===== src/rbt_consts.vh =====
`ifndef RBT_CONSTS_VH
`define RBT_CONSTS_VH
// ==========================================================
// register offsets
`define RBT_ADDR_TEMP       8'h8A
`define RBT_ADDR_VOUT_HI    8'h8B
`define RBT_ADDR_VOUT_LO    8'h8C
`define RBT_ADDR_FAULT      8'h8D
`define RBT_ADDR_REJECT     8'h8E
`define RBT_ADDR_CEIL_LO    8'h9C
// ==========================================================
// fields and reset values
`define RBT_CEIL_LO_RST     8'hFF
`define RBT_FLT_HOT_BIT     6
`define RBT_FLT_OCW_BIT     5
`define RBT_TEMP_OFS_C      8'h28
`define RBT_VOUT_LSB_UV     5000
`define RBT_CEIL_BASE_UV    24'h03BD08
`define RBT_CEIL_STEP_UV    24'h001388
`define RBT_ZERO24          24'h000000
`define RBT_ZERO9           9'h000
`define RBT_ZERO8           8'h00
`define RBT_ZERO2           2'h0
`define RBT_ZERO6           6'h00
`define RBT_ZERO1           1'h0
`endif


===== src/rbt_ceiling_calc.v =====
`timescale 1ns/10ps
// ==========================================================
// ceiling code to voltage in microvolts
module rbt_ceiling_calc (
  // clock and reset
  input  wire        clk,
  input  wire        reset_n,
  // code in
  input  wire [8:0]  ceil_code,
  // voltage out, microvolts
  output reg  [23:0] ceil_uv_q
);
`include "rbt_consts.vh"

  wire [23:0] step_uv;
  wire [23:0] calc_uv;
  reg  [23:0] ceil_uv_d;

  assign step_uv = ceil_code * `RBT_CEIL_STEP_UV;
  assign calc_uv = step_uv + `RBT_CEIL_BASE_UV;

  always @* begin
    if (ceil_code == `RBT_ZERO9) begin
      ceil_uv_d = `RBT_ZERO24;
    end else begin
      ceil_uv_d = calc_uv;
    end
  end

  always @(posedge clk or negedge reset_n) begin
    if (!reset_n) begin
      ceil_uv_q <= `RBT_ZERO24;
    end else begin
      ceil_uv_q <= ceil_uv_d;
    end
  end
endmodule // rbt_ceiling_calc


===== src/rbt_regs.v =====
`timescale 1ns/10ps
// Overview of operation
// - temperature reading is an 8-bit read-only code, degrees equal code minus 40.
// - output voltage reading is 10 bits, high two in 0x8B, low eight in 0x8C, 5mV.
// - bit 6 of fault flags sets on regulator-hot warning, else stays zero.
// - bit 5 of fault flags sets on overcurrent warning, else stays zero.
// - writing one clears a warning bit; writing zero leaves it.
// - bits 4..0 show over-temp, undervoltage, overvoltage, overcurrent, softstart; bit 7 reserved.
// - reject status mirrors the voltage link status register.
// - bits 5, 4, 3 flag early command, framing error, CRC error.
// - bits 2, 1, 0 flag undefined register, undefined payload, unsupported; 7..6 reserved.
// - ceiling code is 9 bits: top bit external, low eight from 0x9C.
// - nonzero ceiling gives 0.245V plus 5mV per count.
// - ceiling code zero means zero volts.
// - ceiling low byte resets to 0xFF.
module rbt_regs (
  // clock and reset
  input  wire        clk,
  input  wire        reset_n,
  // host register port
  input  wire        reg_wr,
  input  wire        reg_rd,
  input  wire [7:0]  reg_addr,
  input  wire [7:0]  reg_wdata,
  output reg  [7:0]  reg_rdata_q,
  // telemetry from rail (asynchronous)
  input  wire [7:0]  temperature_reading,
  input  wire [9:0]  output_voltage_reading,
  // fault events (asynchronous)
  input  wire        regulator_hot_warning,
  input  wire        overcurrent_warning,
  input  wire        overtemp_trip,
  input  wire        undervoltage_trip,
  input  wire        overvoltage_trip,
  input  wire        overcurrent_trip,
  input  wire        softstart_overcurrent_trip,
  // voltage link reject status (asynchronous)
  input  wire [5:0]  link_reject_status,
  // ceiling top bit from neighbouring register
  input  wire        ceiling_msb,
  // ceiling outputs
  output reg  [8:0]  fixed_mode_voltage_ceiling_q,
  output wire [23:0] ceiling_uv_q
);
`include "rbt_consts.vh"

  // ==========================================================
  // input synchronisers
  localparam SW = 32;
  wire [SW-1:0] async_in;
  reg  [SW-1:0] meta_q;
  reg  [SW-1:0] sync_q;

  assign async_in = {temperature_reading, output_voltage_reading,
                     regulator_hot_warning, overcurrent_warning,
                     overtemp_trip, undervoltage_trip, overvoltage_trip,
                     overcurrent_trip, softstart_overcurrent_trip,
                     link_reject_status, ceiling_msb};

  genvar gi;
  generate
    for (gi = 0; gi < SW; gi = gi + 1) begin : g_sync
      always @(posedge clk or negedge reset_n) begin
        if (!reset_n) begin
          meta_q[gi] <= 1'b0;
          sync_q[gi] <= 1'b0;
        end else begin
          meta_q[gi] <= async_in[gi];
          sync_q[gi] <= meta_q[gi];
        end
      end
    end
  endgenerate

  wire [7:0] temp_s;
  wire [9:0] vout_s;
  wire       hot_s;
  wire       ocw_s;
  wire [4:0] trips_s;
  wire [5:0] reject_s;
  wire       ceil_msb_s;

  assign temp_s     = sync_q[31:24];
  assign vout_s     = sync_q[23:14];
  assign hot_s      = sync_q[13];
  assign ocw_s      = sync_q[12];
  assign trips_s    = sync_q[11:7];
  assign reject_s   = sync_q[6:1];
  assign ceil_msb_s = sync_q[0];

  // ==========================================================
  // address decode, one select per register
  wire       sel_temp;
  wire       sel_vout_hi;
  wire       sel_vout_lo;
  wire       sel_fault;
  wire       sel_reject;
  wire       sel_ceil_lo;
  wire       wr_ceil;
  wire       wr_fault;
  wire       rd_hi;
  wire       rd_lo;

  assign sel_temp    = (reg_addr == `RBT_ADDR_TEMP);
  assign sel_vout_hi = (reg_addr == `RBT_ADDR_VOUT_HI);
  assign sel_vout_lo = (reg_addr == `RBT_ADDR_VOUT_LO);
  assign sel_fault   = (reg_addr == `RBT_ADDR_FAULT);
  assign sel_reject  = (reg_addr == `RBT_ADDR_REJECT);
  assign sel_ceil_lo = (reg_addr == `RBT_ADDR_CEIL_LO);
  assign wr_ceil     = reg_wr && sel_ceil_lo;
  assign wr_fault    = reg_wr && sel_fault;
  assign rd_hi       = reg_rd && sel_vout_hi;
  assign rd_lo       = reg_rd && sel_vout_lo;

  // ==========================================================
  // ceiling low byte, the only fully writable register here
  reg  [7:0] ceil_lo_q;
  reg  [7:0] ceil_lo_d;

  always @* begin
    ceil_lo_d = ceil_lo_q;
    if (wr_ceil) begin
      ceil_lo_d = reg_wdata;
    end
  end

  always @(posedge clk or negedge reset_n) begin
    if (!reset_n) begin
      ceil_lo_q <= `RBT_CEIL_LO_RST;
    end else begin
      ceil_lo_q <= ceil_lo_d;
    end
  end

  // ==========================================================
  // ceiling code, top bit from the neighbouring register
  reg  [8:0] ceil_code_d;

  always @* begin
    ceil_code_d = {ceil_msb_s, ceil_lo_q};
  end

  always @(posedge clk or negedge reset_n) begin
    if (!reset_n) begin
      fixed_mode_voltage_ceiling_q <= `RBT_ZERO9;
    end else begin
      fixed_mode_voltage_ceiling_q <= ceil_code_d;
    end
  end

  // microvolt view of the ceiling code
  rbt_ceiling_calc rbt_ceiling_calc_i (
    .clk       (clk),
    .reset_n   (reset_n),
    .ceil_code (fixed_mode_voltage_ceiling_q),
    .ceil_uv_q (ceiling_uv_q)
  );

  // ==========================================================
  // sticky warning flags
  reg        hot_q;
  reg        hot_d;
  reg        ocw_q;
  reg        ocw_d;
  wire       clr_hot;
  wire       clr_ocw;

  assign clr_hot = wr_fault && reg_wdata[`RBT_FLT_HOT_BIT];
  assign clr_ocw = wr_fault && reg_wdata[`RBT_FLT_OCW_BIT];

  always @* begin
    hot_d = hot_q;
    ocw_d = ocw_q;
    if (clr_hot) begin
      hot_d = 1'b0;
    end
    if (clr_ocw) begin
      ocw_d = 1'b0;
    end
    // set applied last so an event in the clear cycle is not lost
    if (hot_s) begin
      hot_d = 1'b1;
    end
    if (ocw_s) begin
      ocw_d = 1'b1;
    end
  end

  always @(posedge clk or negedge reset_n) begin
    if (!reset_n) begin
      hot_q <= 1'b0;
      ocw_q <= 1'b0;
    end else begin
      hot_q <= hot_d;
      ocw_q <= ocw_d;
    end
  end

  // ==========================================================
  // low voltage byte capture on high read
  reg  [7:0] vout_lo_hold_q;
  reg  [7:0] vout_lo_hold_d;
  reg        hold_valid_q;
  reg        hold_valid_d;

  always @* begin
    vout_lo_hold_d = vout_lo_hold_q;
    hold_valid_d   = hold_valid_q;
    if (rd_hi) begin
      vout_lo_hold_d = vout_s[7:0];
      hold_valid_d   = 1'b1;
    end else if (rd_lo) begin
      hold_valid_d   = 1'b0;
    end
  end

  always @(posedge clk or negedge reset_n) begin
    if (!reset_n) begin
      vout_lo_hold_q <= `RBT_ZERO8;
      hold_valid_q   <= 1'b0;
    end else begin
      vout_lo_hold_q <= vout_lo_hold_d;
      hold_valid_q   <= hold_valid_d;
    end
  end

  // ==========================================================
  // register read views
  wire [7:0] temp_field;
  wire [7:0] vout_hi_field;
  reg  [7:0] vout_lo_field;
  wire [7:0] fault_field;
  wire [7:0] reject_field;

  assign temp_field    = temp_s;
  assign vout_hi_field = {`RBT_ZERO6, vout_s[9:8]};
  assign fault_field   = {`RBT_ZERO1, hot_q, ocw_q, trips_s};
  assign reject_field  = {`RBT_ZERO2, reject_s};

  // held byte only while a high read is pending
  always @* begin
    if (hold_valid_q) begin
      vout_lo_field = vout_lo_hold_q;
    end else begin
      vout_lo_field = vout_s[7:0];
    end
  end

  // ==========================================================
  // read data
  reg  [7:0] rdata_d;
  reg  [7:0] reg_rdata_d;

  always @* begin
    rdata_d = `RBT_ZERO8;
    case (reg_addr)
      `RBT_ADDR_TEMP: begin
        rdata_d = temp_field;
      end
      `RBT_ADDR_VOUT_HI: begin
        rdata_d = vout_hi_field;
      end
      `RBT_ADDR_VOUT_LO: begin
        rdata_d = vout_lo_field;
      end
      `RBT_ADDR_FAULT: begin
        rdata_d = fault_field;
      end
      `RBT_ADDR_REJECT: begin
        rdata_d = reject_field;
      end
      `RBT_ADDR_CEIL_LO: begin
        rdata_d = ceil_lo_q;
      end
      default: begin
        rdata_d = `RBT_ZERO8;
      end
    endcase
  end

  // read data updates only on a read; only 0x9C and the fault clear bits take a write
  always @* begin
    reg_rdata_d = reg_rdata_q;
    if (reg_rd) begin
      reg_rdata_d = rdata_d;
    end
  end

  always @(posedge clk or negedge reset_n) begin
    if (!reset_n) begin
      reg_rdata_q <= `RBT_ZERO8;
    end else begin
      reg_rdata_q <= reg_rdata_d;
    end
  end
endmodule // rbt_regs


===== config.mk =====
export PLATFORM = sky130hd
export DESIGN_NAME = rbt_regs
export DESIGN_NICKNAME = d
export VERILOG_FILES = /design/src/rbt_ceiling_calc.v /design/src/rbt_regs.v
export VERILOG_INCLUDE_DIRS = /design/src
export SDC_FILE = /design/constraint.sdc
export NUM_CORES = 1
export LEC_CHECK = 0
export BUFFER_PORTS_ARGS = -buffer_cell sky130_fd_sc_hd__buf_4
export CORE_MARGIN = 3
export CORE_UTILIZATION = 51
export CTS_CLUSTER_DIAMETER = 30
export DETAILED_ROUTE_END_ITERATION = 10
export PLACE_DENSITY_LB_ADDON = 0.2
export SYNTH_ARGS = -nofsm -noshare
export SYNTH_HDL_FRONTEND = slang
export SYNTH_SLANG_ARGS = --single-unit

===== constraint.sdc =====
create_clock -name clk -period 3.7 [get_ports clk]
set_clock_uncertainty 0.05 [all_clocks]
set_input_delay 0.185 -clock clk [delete_from_list [all_inputs] [get_ports clk]]
set_output_delay 0.185 -clock clk [all_outputs]
set_load 0.02 [all_outputs]

==> flow_metrics.py <==
metrics = {
    "place": {
        "placed_area_um2": 7030,
        "io_buffers": 88,
        "gp_congestion": 0.8901,
        "dpl.hpwl_um": 8598,
    },
    "worst_setup_path": {
        "crit_end": "rbt_ceiling_calc_i.ceil_uv_q[20]",
        "path_max_fanout": 5,
        "worstReg2RegEnd": "rbt_ceiling_calc_i.ceil_uv_q[20]",
        "startpoint": "fixed_mode_voltage_ceiling_q[8]",
        "cp-end-kind": "flip-flop",
        "critPathKind": "reg -> reg",
        "worstPathRequired_ns": 4.09,
        "worstReg2RegStart": "fixed_mode_voltage_ceiling_q[8]",
        "cp.arrival_ns": 4.36,
        "reg2reg_slack_ns": -0.27,
        "worstSetupStartpointType": "flip-flop",
        "ff2ff_path_depth": 14,
    },
    "yosys": {
        "synth_edf_count": 0,
        "postSynthAreaPerCell_um2": 12.32,
        "yosys_warnings": 0,
        "synth_top_area_share_pct": 49.23,
        "syn_inst": 462,
        "synthFlopType": "dfrtp_1",
        "ys_types": 60,
        "yosysSeqAreaShare_pct": 52.92,
        "ys_top_cells_by_area": "dfrtp_1 49%, ha_1 11%, fa_1 5.6%",
        "yosys.area.top_type": "dfrtp_1",
        "synth.most_common_cell": "dfrtp_1",
        "synth-async-reset-ratio_pct": 100.0,
        "ys_ff_latch": 120,
        "netlist_area_um2": 5693,
        "synth_common_cells": "112 x dfrtp_1, 49 x ha_1, 43 x inv_1",
    },
    "grt": {
        "grt_pass1_vias": 4646,
        "grt_pass1_wl_um": 22010,
        "grt.total_usage_pct": 22.58,
        "grt_max_degree": 68,
        "antenna_found_initial": 0,
        "grt-ovfl-total": 0,
    },
    "sta": {
        "max_freq_mhz": 251.7,
        "setup_slack_ns": -0.2734,
        "worst_pin_slew_ns": 0.8295,
        "rsz0062_at_grt": "true",
        "relSlewSlack_pct": 44.70,
        "finalMaxSlewViolations": 0,
        "hold_viol": 0,
        "final_period_minus_worst_setup_slack_ns": 3.973,
        "finalCritPeriodShare_pct": 107.4,
        "whs_ns": 0.02363,
        "setup_viol": 7,
    },
    "power_and_ir_drop": {
        "ir_drop_uv": 417.7,
        "seqPwrFrac_pct": 36.4,
        "p_leak_nw": 3.972,
        "switchingPower_mw": 1.127,
        "power.share.combinational_pct": 21.7,
        "p_int_mw": 2.888,
        "finalPower_mw": 4.015,
        "switching_share_pct": 28.07,
        "powerDensity_nw_per_um2": 481.7,
        "pwr-share-clk_pct": 41.8,
    },
    "status": {
        "status": "finished with violations",
        "violations": "negative setup slack",
    },
    "clock_network": {
        "path_clk_slew_ns": 0.06,
        "cts-root-buf": "clkbuf_8",
        "clock_sinks": 120,
        "insertion_delay_ns": 0.52,
        "clockBufferDepth": 2,
        "cts_tree": "done",
        "cts_buffers": 17,
        "htree_levels": 4,
    },
    "route": {
        "ant_nets": 0,
        "firstDrtPassIters": 4,
        "drt-wirelength-per-cell_um": 16.50,
        "drc_errors": 0,
        "via_count": 4186,
        "viasPerCell": 5.187,
        "routed_wl_um": 13310,
        "drt_iter0_drc": 180,
    },
    "layout": {
        "fin_util_pct": 78.61,
        "finalInstanceArea_um2": 8334,
        "seq_area_um2": 3024,
        "area_delta_synth_final_pct": 46.40,
        "nets": 775,
        "multi_input_area_um2": 2829,
        "fillers": 607,
        "drive_gt1_share_pct": 39.94,
        "antenna_cells": 0,
    },
    "floorplanning": {
        "die_h_um": 111.7,
        "die_w_um": 111.7,
        "die_area_um2": 12470,
        "initial_core_util_pct": 53.70,
        "num_rows": 37,
        "ioPinCount": 93,
        "core-area_um2": 10600,
    },
    "flow_run": {
        "maxCapViolations": 0,
    },
    "min_path": {
        "hold_path.class": "in -> reg",
    },
}
[kinds of logic after synthesis]
logic type               Yosys count  synth area share [%]
AO/OA/AOI/OAI                     72                 8.616
XOR/XNOR                          17                 2.615
adder cells (fa/ha/maj)           65                 16.40
buffers and inverters             60                 4.264
flip-flops                       120                 52.92
multiplexers                      33                 6.286
other                              1               0.06587
AND/OR/NAND/NOR                   94                 8.835
[flip-flops by register name, summed over array words and instances, names as in the netlist]
| register | cells |
|---|---|
| sync_q | 18 |
| meta_q | 32 |
| hot_s | 1 |
| ocw_s | 1 |
| reject_field | 6 |
| reg_rdata_q | 8 |
| ocw_q | 1 |
| ceil_lo_q | 8 |
| vout_lo_hold_q | 8 |
| hot_q | 1 |
| ceil_msb_s | 1 |
| rbt_ceiling_calc_i.ceil_uv_q | 20 |
| fixed_mode_voltage_ceiling_q | 9 |
| hold_valid_q | 1 |
| fault_field | 5 |
[area by class of cell]
| type | instances | share of cell area (%) |
|---|---|---|
| sequential | 120 | 36.29 |
| clock buffer | 17 | 4.969 |
| tap | 136 | 2.042 |
| timing repair buffer | 191 | 18.54 |
| inverter | 43 | 1.937 |
| multi-input combinational | 285 | 33.94 |
| clock inverter | 15 | 2.282 |
[power by group through the flow]
stage	logic [mW]	registers [mW]	clock network, mW
2_1_floorplan	0.354	1.56	0
4_1_cts	0.827	1.46	1.70
3_5_place_dp	0.746	1.49	0
3_3_place_gp	0.728	1.48	0
6_report	0.872	1.46	1.68
5_1_grt	0.949	1.47	1.77
[cell usage in the layout (no fill, tap or decap), types with 6 or more instances in the layout]
master / count
fa_1: 13
o21ai_0: 11
dfstp_2: 8
dlygate4sd3_1: 43
a22oi_1: 6
inv_2: 6
mux2i_1: 11
nor2_1: 26
ha_4: 13
inv_1: 37
a21oi_1: 20
clkbuf_16: 16
dfrtp_1: 103
mux2_2: 14
buf_4: 147
mux2_1: 8
nor2b_1: 8
dfrtp_2: 9
xor2_1: 7
ha_1: 36
nand2_1: 20
[per-layer routing]
layer	global-route usage (%)	routed length (um)	part of all wire, %	up-vias
met5	0	0	0	-
met4	11.03	440	3.3	0
met3	5.870	590	4.4	34
met2	41.77	7481	56	124
met1	23.55	4801	36	2071
li1	-	-	-	1957
[metrics by stage]
step	std cells	worst slack, ns	TNS, ns
5_1_grt	807	-0.4184	-2.529
3_5_place_dp	719	-0.2771	-1.507
2_1_floorplan	465	-0.1768	-0.5889
4_1_cts	804	-0.2701	-1.418
3_3_place_gp	719	-0.1625	-0.9118
6_report	807	-0.2734	-1.497
[worst min path at each step]
stage          slack [ns]              startpoint  depth (start not counted)    endpoint
2_1_floorplan       -0.16                 reset_n                          0  ceil_msb_s
3_3_place_gp         0.24   regulator_hot_warning                          1  meta_q[13]
6_report             0.02             reg_addr[1]                          4       ocw_q
3_5_place_dp         0.25  temperature_reading[2]                          1  meta_q[26]
4_1_cts             0.002             reg_addr[1]                          4       ocw_q
5_1_grt              0.06             reg_addr[1]                          4       hot_q
[worst max-delay path: stages (launching register included)]
cell	delay, ns
dfrtp_2	0.42
fa_1	0.56
fa_1	0.42
ha_1	0.30
inv_2	0.04
fa_1	0.49
inv_2	0.05
ha_4	0.23
o21a_1	0.21
o31ai_2	0.18
a21oi_1	0.08
nand3b_1	0.21
nor4_2	0.07
or3_4	0.40
mux2i_1	0.18
[timing repair]
action	4_1_cts	5_1_grt
endpoints found under the setup margin	8	9
hold buffers	43	0
resized for setup	13	16
buffers inserted	10	3
hold endpoints to repair	108	0
pin swaps	21	12
(Power assumes the default switching activity.)
